==> config.mk <==
export PLATFORM = sky130hd
export DESIGN_NAME = spm_sync_pin_mode
export DESIGN_NICKNAME = d
export VERILOG_FILES = /design/src/hdl/spm_pkg.sv /design/src/hdl/spm_edge_sync.sv /design/src/hdl/spm_sync_pin_mode.sv
export SDC_FILE = /design/constraint.sdc
export NUM_CORES = 1
export LEC_CHECK = 0
export BUFFER_PORTS_ARGS = -buffer_cell sky130_fd_sc_hd__buf_2
export CORE_UTILIZATION = 42
export DETAILED_ROUTE_END_ITERATION = 8
export PLACE_DENSITY = 0.7
export SETUP_SLACK_MARGIN = 0.1
export SLEW_MARGIN = 20
export SYNTH_ARGS = -nofsm -noshare
export SYNTH_HDL_FRONTEND = slang
export SYNTH_SLANG_ARGS = --single-unit
==> constraint.sdc <==
create_clock -name core_clk_i -period 1.51 [get_ports core_clk_i]
set_clock_uncertainty 0.05 [all_clocks]
set_input_delay 0.3775 -clock core_clk_i [delete_from_list [all_inputs] [get_ports core_clk_i]]
set_output_delay 0.3775 -clock core_clk_i [all_outputs]
set_load 0.005 [all_outputs]
==> src/hdl/spm_pkg.sv <==
// Package with constants and types for the sync pin mode logic
package spm_pkg;

  // Pin function field codes
  localparam logic [3:0] CODE_SAMP_OUT_EXTCLK = 4'h5;
  localparam logic [3:0] CODE_SLAVE_EXPO = 4'h6;
  localparam logic [3:0] CODE_MASTER_EXPO = 4'h7;
  localparam logic [3:0] CODE_MASTER_EXPO_EXTCLK = 4'h8;

  // Exposure slot states that steer the external emitter multiplexer
  localparam logic [3:0] SLOT_FOURTH_EMITTER = 4'hA;
  localparam logic [3:0] SLOT_FIFTH_EMITTER = 4'hB;
  localparam logic [3:0] SLOT_SIXTH_EMITTER = 4'hC;

  // Sequence geometry
  localparam int SLOT_COUNT = 6;
  localparam int SLOT_W = 4;

  // Reset values of pin drivers
  localparam logic RST_PIN_LEVEL = 1'b0;
  localparam logic RST_PIN_OE = 1'b0;

  // Master sample pulse width on the sync pin
  localparam int CORE_CLK_HZ = 50_000_000;
  localparam int SAMPLE_PULSE_NS = 1000;
  localparam int SAMPLE_PULSE_CYC =
      (SAMPLE_PULSE_NS * (CORE_CLK_HZ / 1_000_000) + 999) / 1000;
  localparam int PULSE_CNT_W = 8;

  // Decoded pin behaviour
  typedef enum logic [2:0] {
    SPM_MODE_OFF,
    SPM_MODE_SAMP_OUT_EXTCLK,
    SPM_MODE_SLAVE_EXPO,
    SPM_MODE_MASTER_EXPO,
    SPM_MODE_MASTER_EXPO_EXTCLK
  } spm_mode_t;

  // Programmed exposure sequence
  typedef struct packed {
    logic [SLOT_COUNT-1:0][SLOT_W-1:0] slot;
  } spm_seq_t;

  // Present exposure from the sequencer
  typedef struct packed {
    logic active;
    logic [SLOT_W-1:0] slot;
  } spm_expo_t;

  // One tristate pin driver
  typedef struct packed {
    logic level;
    logic oe;
  } spm_pin_t;

  // Internal timing events
  typedef struct packed {
    logic sample_tick;
    logic expo_tick;
    logic sample_start;
  } spm_timing_t;

endpackage

==> src/hdl/spm_edge_sync.sv <==
// Two-stage synchroniser with rising and falling edge detection
`timescale 1ns/1ps
module spm_edge_sync (
  input wire logic core_clk_i,
  input wire logic rst_n_i,
  input wire logic async_i,
  output logic level_o,
  output logic rise_o,
  output logic fall_o
);

  logic meta_q;
  logic sync_q;
  logic prev_q;

  // First stage feeds only the second stage
  always_ff @(posedge core_clk_i) begin
    if (!rst_n_i) begin
      meta_q <= 1'b0;
      sync_q <= 1'b0;
      prev_q <= 1'b0;
    end else begin
      meta_q <= async_i;
      sync_q <= meta_q;
      prev_q <= sync_q;
    end
  end

  // Edges from the settled stages only
  assign level_o = sync_q;
  assign rise_o = sync_q & ~prev_q;
  assign fall_o = ~sync_q & prev_q;

endmodule // spm_edge_sync

==> src/hdl/spm_sync_pin_mode.sv <==
// Function selection logic for the sync and aux pins in the sync modes
//
// Summary of operation
// RQ1: Decode four-bit pin function; 0101, 0110, 0111, 1000 pick the four behaviours.
// RQ2: Code 0101 drives sync pin as master sample output pulses.
// RQ3: Code 0101 takes aux pin as slow clock; exposure timing follows it.
// RQ4: Code 0110 is slave; sync pin trigger paces both samples and exposures.
// RQ5: In code 0110 the outside party drives the trigger onto sync pin.
// RQ6: Codes 0110/0111 drive aux pin as mux select only if slots A-C used.
// RQ7: Two-mux arrangement: select high during fourth to sixth emitter, else low.
// RQ8: Alternative 0110 reading: select low during fourth to sixth emitter, else high.
// RQ9: Without slots A-C in select modes, aux pin stays tristate.
// RQ10: Code 0111 drives sync pin as master exposure output.
// RQ11: Code 0111 takes sample and exposure timing from internal oscillator.
// RQ12: Code 1000 drives exposure output; aux clock paces samples and exposures.
// RQ13: Trigger and external clock are synchronised and edge-detected before use.
`timescale 1ns/1ps
module spm_sync_pin_mode (
  input wire logic core_clk_i,
  input wire logic rst_n_i,
  input wire logic [3:0] pin_mode_i,
  input wire logic mux_low_on_high_emitters_i,
  input wire spm_pkg::spm_seq_t exposure_slot_select_i,
  input wire spm_pkg::spm_expo_t expo_now_i,
  input wire spm_pkg::spm_timing_t int_timing_i,
  input wire logic sync_pin_i,
  input wire logic aux_pin_i,
  output logic sync_pin_o,
  output logic sync_pin_oe_o,
  output logic aux_pin_o,
  output logic aux_pin_oe_o,
  output spm_pkg::spm_timing_t timing_o,
  output logic expo_trigger_o
);

  // Map the pin function field to a behaviour
  function automatic spm_pkg::spm_mode_t decode_mode(input logic [3:0] code);
    spm_pkg::spm_mode_t m;
    m = spm_pkg::SPM_MODE_OFF;
    case (code)
      spm_pkg::CODE_SAMP_OUT_EXTCLK: m = spm_pkg::SPM_MODE_SAMP_OUT_EXTCLK;
      spm_pkg::CODE_SLAVE_EXPO: m = spm_pkg::SPM_MODE_SLAVE_EXPO;
      spm_pkg::CODE_MASTER_EXPO: m = spm_pkg::SPM_MODE_MASTER_EXPO;
      spm_pkg::CODE_MASTER_EXPO_EXTCLK: m = spm_pkg::SPM_MODE_MASTER_EXPO_EXTCLK;
      default: m = spm_pkg::SPM_MODE_OFF;
    endcase
    return m;
  endfunction

  // True for a slot state that routes through the external mux
  function automatic logic is_mux_slot(input logic [spm_pkg::SLOT_W-1:0] s);
    return (s == spm_pkg::SLOT_FOURTH_EMITTER) ||
           (s == spm_pkg::SLOT_FIFTH_EMITTER) ||
           (s == spm_pkg::SLOT_SIXTH_EMITTER);
  endfunction

  // Pin samplers; the aux clock is slow so edges are easy to see
  // Aux rising edges closer than two core cycles apart would merge into one
  logic trig_rise;
  logic clk_rise;

  spm_edge_sync u_trig_sync (
    .core_clk_i(core_clk_i),
    .rst_n_i(rst_n_i),
    .async_i(sync_pin_i),
    .level_o(),
    .rise_o(trig_rise),
    .fall_o()
  ); // RQ13

  spm_edge_sync u_clk_sync (
    .core_clk_i(core_clk_i),
    .rst_n_i(rst_n_i),
    .async_i(aux_pin_i),
    .level_o(),
    .rise_o(clk_rise),
    .fall_o()
  ); // RQ13

  // Mode decode
  // Unused codes decode to off: both pins released, internal timing
  spm_pkg::spm_mode_t mode;
  logic mode_samp_out;
  logic mode_slave;
  logic mode_master_int;
  logic mode_master_ext;
  logic aux_is_clock;
  logic aux_is_select;

  assign mode = decode_mode(pin_mode_i); // RQ1
  assign mode_samp_out = (mode == spm_pkg::SPM_MODE_SAMP_OUT_EXTCLK);
  assign mode_slave = (mode == spm_pkg::SPM_MODE_SLAVE_EXPO);
  assign mode_master_int = (mode == spm_pkg::SPM_MODE_MASTER_EXPO);
  assign mode_master_ext = (mode == spm_pkg::SPM_MODE_MASTER_EXPO_EXTCLK);
  assign aux_is_clock = mode_samp_out | mode_master_ext; // RQ3 RQ12
  assign aux_is_select = mode_slave | mode_master_int; // RQ6

  // Does the programmed sequence use any of the mux slots
  logic [spm_pkg::SLOT_COUNT-1:0] slot_hit;
  logic seq_uses_mux;

  for (genvar g = 0; g < spm_pkg::SLOT_COUNT; g++) begin : g_slot
    assign slot_hit[g] = is_mux_slot(exposure_slot_select_i.slot[g]);
  end
  assign seq_uses_mux = |slot_hit; // RQ6 RQ9

  // Select polarity: 0111 always high-active; 0110 may use the inverted reading.
  // The two descriptions of 0110 disagree, and the level that picks the upper
  // emitters depends on how the external mux is wired, so the system chooses.
  logic high_emitter_now;
  logic select_inverted;
  logic select_level;

  assign high_emitter_now = expo_now_i.active & is_mux_slot(expo_now_i.slot);
  assign select_inverted = mode_slave & mux_low_on_high_emitters_i; // RQ8
  assign select_level = high_emitter_now ^ select_inverted; // RQ7 RQ8

  // Timing origins: aux clock, sync pin trigger, or the internal oscillator
  logic use_ext_sample;
  logic use_ext_expo;
  logic use_trigger;
  logic trig_event;

  assign use_ext_sample = mode_master_ext; // RQ12
  assign use_ext_expo = aux_is_clock; // RQ3 RQ12
  assign use_trigger = mode_slave; // RQ4
  assign trig_event = use_trigger & trig_rise; // RQ4 RQ13

  // Timing source selection
  logic sample_tick_d;
  logic expo_tick_d;
  logic sample_start_d;

  // Sample clock: aux clock in 1000, none in slave, internal otherwise
  assign sample_tick_d = use_ext_sample ? clk_rise :
                         use_trigger ? 1'b0 :
                         int_timing_i.sample_tick; // RQ11 RQ12
  // Exposure clock: aux clock in 0101 and 1000, none in slave
  assign expo_tick_d = use_ext_expo ? clk_rise :
                       use_trigger ? 1'b0 :
                       int_timing_i.expo_tick; // RQ3 RQ11 RQ12
  // Sample start follows the external trigger in slave mode
  assign sample_start_d = use_trigger ? trig_event :
                          int_timing_i.sample_start; // RQ4 RQ5

  // Master sample pulse stretch, restarted by each internal sample start
  logic [spm_pkg::PULSE_CNT_W-1:0] pulse_cnt_q;
  logic [spm_pkg::PULSE_CNT_W-1:0] pulse_cnt_d;
  localparam logic [spm_pkg::PULSE_CNT_W-1:0] PULSE_LOAD =
      spm_pkg::PULSE_CNT_W'(spm_pkg::SAMPLE_PULSE_CYC);

  logic pulse_load;
  logic pulse_live;

  // A new start reloads the full width; otherwise count down to idle
  assign pulse_load = mode_samp_out & int_timing_i.sample_start; // RQ2
  assign pulse_cnt_d = pulse_load ? PULSE_LOAD :
                       (pulse_cnt_q != '0) ? pulse_cnt_q - 1'b1 :
                       pulse_cnt_q; // RQ2
  assign pulse_live = (pulse_cnt_d != '0);

  // Pin drive selection
  spm_pkg::spm_pin_t sync_d;
  spm_pkg::spm_pin_t aux_d;

  // Sync pin roles; the exposure output carries the level, not an edge
  logic sync_is_sample_out;
  logic sync_is_expo_out;

  assign sync_is_sample_out = mode_samp_out; // RQ2
  assign sync_is_expo_out = mode_master_int | mode_master_ext; // RQ10 RQ12

  // Sync pin: sample pulse in 0101, exposure level in 0111/1000, input otherwise
  assign sync_d.oe = sync_is_sample_out | sync_is_expo_out; // RQ2 RQ10 RQ12
  assign sync_d.level = sync_is_sample_out ? pulse_live :
                        sync_is_expo_out ? expo_now_i.active :
                        spm_pkg::RST_PIN_LEVEL; // RQ2 RQ10

  // Aux pin: select only when the sequence needs it, tristate otherwise
  assign aux_d.oe = aux_is_select & seq_uses_mux; // RQ6 RQ9
  assign aux_d.level = aux_d.oe ? select_level : spm_pkg::RST_PIN_LEVEL; // RQ7

  // Pin and pulse registers; pins released until first decode after reset
  // Reset releases both pins so a neighbour on the line is never fought
  spm_pkg::spm_pin_t sync_q;
  spm_pkg::spm_pin_t aux_q;

  always_ff @(posedge core_clk_i) begin
    if (!rst_n_i) begin
      pulse_cnt_q <= '0;
      sync_q <= {spm_pkg::RST_PIN_LEVEL, spm_pkg::RST_PIN_OE};
      aux_q <= {spm_pkg::RST_PIN_LEVEL, spm_pkg::RST_PIN_OE};
    end else begin
      pulse_cnt_q <= pulse_cnt_d;
      sync_q <= sync_d;
      aux_q <= aux_d;
    end
  end

  // Timing event registers; edge events are one-cycle pulses, internal ticks keep the width they are driven with
  // A mode change reaches these outputs one cycle later
  spm_pkg::spm_timing_t timing_q;
  logic expo_trig_q;

  always_ff @(posedge core_clk_i) begin
    if (!rst_n_i) begin
      timing_q <= '0;
      expo_trig_q <= 1'b0;
    end else begin
      timing_q <= {sample_tick_d, expo_tick_d, sample_start_d};
      expo_trig_q <= trig_event; // RQ4
    end
  end

  // Outputs all from flip-flops
  assign sync_pin_o = sync_q.level;
  assign sync_pin_oe_o = sync_q.oe;
  assign aux_pin_o = aux_q.level;
  assign aux_pin_oe_o = aux_q.oe;
  assign timing_o = timing_q;
  assign expo_trigger_o = expo_trig_q;

endmodule // spm_sync_pin_mode

==> flow_summary.yaml <==
status:
  outcome: "finished with violations"
  violations: "negative setup slack"
cells_and_area:
  layout_common_cells: "48 x buf_2, 20 x buf_4, 19 x dfxtp_1"
  fin_nets: 251
  final_common_cell: "buf_2"
  fin_area_um2: 1770
  diodes: 0
  final_util_pct: 64.8
  drive_gt1_share_pct: 47.3
  syn_to_final_growth_pct: 47.7
drt:
  route.detailed.drc: 0
  drtIter0Drc: 31
  ant_nets: 0
  via_per_inst: 5.19
  wl_um: 2840
  wl_per_cell_um: 11.9
  vias: 1235
  drtPass1Iterations: 4
yosys:
  ys_seq_elements: 22
  yosys.area.top_type: "dfxtp_1"
  postSynth.asyncResetShare_pct: 0
  synth.net_count: 180
  synth_top_area_share_pct: 36.7
  syn_area_um2: 1200
  ys_seq_area_share_pct: 36.7
  avgSynthCellArea_um2: 8.76
  synthFlopType: "dfxtp_1"
  synth.yosys.warnings: 0
  yosysUniqueCellTypes: 42
  synth.area.top_cells: "dfxtp_1 37%, nor2_1 5.0%, nor3b_1 5.0%"
  synth-edff-count: 0
  syn_inst: 137
critical_path:
  cp_cell_sequence: "or4_4 > nor3_4 > mux2i_1 > a41oi_2"
  max_stage_delay_ps: 560
  start_kind: "flip-flop"
  cp.arrival_ps: 1740
  crit_required_ps: 1630
  critPathKind: "flip-flop to flip-flop"
  critPathSlowestCell: "or4_4"
  crit_fanout: 4
  reg2reg_slack_ps: -100
  end_kind: "flip-flop"
floorplan:
  die_h_um: 55.5
  core_area_um2: 2730
  initial_core_util_pct: 43.9
  die_w_um: 55.5
  dieArea_um2: 3070
  num_io_pins: 49
  row_count: 19
pwr:
  power.density_nw_per_um2: 1550
  clkPwrFrac_pct: 10.9
  p_seq_share_pct: 29.8
  design_power_total_mw: 2.75
  power.leakage_nw: 0.798
  netSwitchingPower_mw: 0.999
  intPower_mw: 1.76
  ir_worst_vdd_uv: 1660
  power_frac_comb_pct: 59.3
  sw_frac_of_total_pct: 36.3
place:
  placed_area_um2: 1620
  globalplace.congestion: 0.835
  port_buffers: 48
  dp_hpwl_um: 2400
clock_tree:
  clock_sinks: 22
  clk_path_buf_depth: 2
  clk_pin_slew_ps: 110
  cts_root_buffer: "clkbuf_4"
  cts_tree: "yes"
  h-tree-depth: 1
  clk_latency_ps: 290
  cts_buffers: 3
global_route:
  grt_use_total_pct: 19.0
  grt_max_degree: 13
  antenna_found_initial: 0
  grt-ovfl-total: 0
  grt_pass1_wl_um: 4800
  grt_pass1_vias: 1190
sta:
  drv_slew: 0
  fin_ws_ps: -105
  worst_slew_pin_slew_ps: 372
  timing.final.crit_share_pct: 107
  hold_violations: 0
  rsz0062_at_grt: "true"
  period_needed_ps: 1610
  relSlewSlack_pct: 74.9
  max_freq_mhz: 619
  setup_viol: 2
hold_path:
  worstHoldPathType: "input pin to flip-flop"
flow_run:
  cap_violations: 0
## Yosys cell counts (all sizes together), types with 3 or more instances
library cell  count
mux2              3
inv               5
mux2i             5
nor2             16
nand3b            3
nor3b             8
o21ai             8
nor2b             9
and2              6
xnor2             4
a21oi             5
nand2b            4
dfxtp            22
nand2             7
## cells by family (layout without fill, tap and decap cells)
kind of cell	after synthesis	after routing	share of synthesized area [%]
mux	8	8	6.99
xor+xnor	5	5	3.65
compound gates	26	26	14.7
buf+inv	8	78	3.44
simple gates	66	66	32.4
flops	22	22	36.7
fa+ha+maj	2	2	2.09
## flip-flops by register name, indices dropped and copies added (netlist names)
| signal | flops |
|---|---|
| aux_pin_o | 1 |
| aux_pin_oe_o | 1 |
| expo_trigger_o | 1 |
| pulse_cnt_q | 8 |
| sync_pin_o | 1 |
| sync_pin_oe_o | 1 |
| timing_o | 3 |
| u_clk_sync.level_o | 1 |
| u_clk_sync.meta_q | 1 |
| u_clk_sync.prev_q | 1 |
| u_trig_sync.level_o | 1 |
| u_trig_sync.meta_q | 1 |
| u_trig_sync.prev_q | 1 |
## layer usage
metal / GRT usage (%) / routed length (µm) / vias to the layer above / part of all wire [%]
li1: - / - / 627 / -
met1: 21.9 / 1210 / 554 / 42
met2: 35.3 / 1420 / 48 / 50
met3: 3.51 / 147 / 6 / 5.2
met4: 5.36 / 63 / 0 / 2.2
met5: 0 / 0 / - / 0
## worst paths after layout
check / from / depth (start not counted) / endpoint
setup / recovery: pulse_cnt_q[2]$_SDFF_PN0_ / 4 / sync_pin_o$_SDFF_PN0_
hold / removal: aux_pin_i / 2 / u_clk_sync.meta_q$_SDFF_PN0_
setup reg to reg: pulse_cnt_q[2]$_SDFF_PN0_ / 4 / sync_pin_o$_SDFF_PN0_
hold reg to reg: u_trig_sync.meta_q$_SDFF_PN0_ / 1 / u_trig_sync.level_o$_SDFF_PN0_
## final cells by class
cell class,instances,area (µm²)
multi-input cells,107,825
well taps,31,38.8
fillers,216,962
inverters,5,23.8
clock buffers,4,36.3
flip-flops and latches,22,447
repair buffers,69,402
## stage by stage
step / hold slack, ps / worst slack (ps) / setup TNS, ps / std cells
floorplan: 362 / -106 / -149 / 137
global placement: 364 / -52.2 / -52.2 / 232
detailed placement: 379 / -104 / -150 / 232
CTS: 223 / -96.8 / -130 / 238
global route: 214 / -166 / -268 / 238
finish: 233 / -105 / -148 / 238
## critical path: cells and delay by family (launching register included)
kind,cells,cell delay (ps)
flip-flops,1,360
multiplexers,1,270
AO/OA/AOI/OAI,1,120
AND/OR/NAND/NOR,2,690
## power by group through the flow
stage / Combinational (mW) / Clock, mW / Sequential, mW
4_1_cts: 1.49 / 0.315 / 0.794
2_1_floorplan: 0.855 / 0 / 0.788
5_1_grt: 1.79 / 0.339 / 0.836
3_5_place_dp: 1.31 / 0 / 0.799
6_report: 1.63 / 0.301 / 0.820
3_3_place_gp: 1.27 / 0 / 0.795
## repair_timing
action / CTS / global route
endpoints found under the setup margin: 8 / 9
pin swaps: 6 / 3
resized for setup: 11 / 10
hold buffers: 0 / 0
buffers inserted: 2 / 0
(Power assumes the default switching activity.)
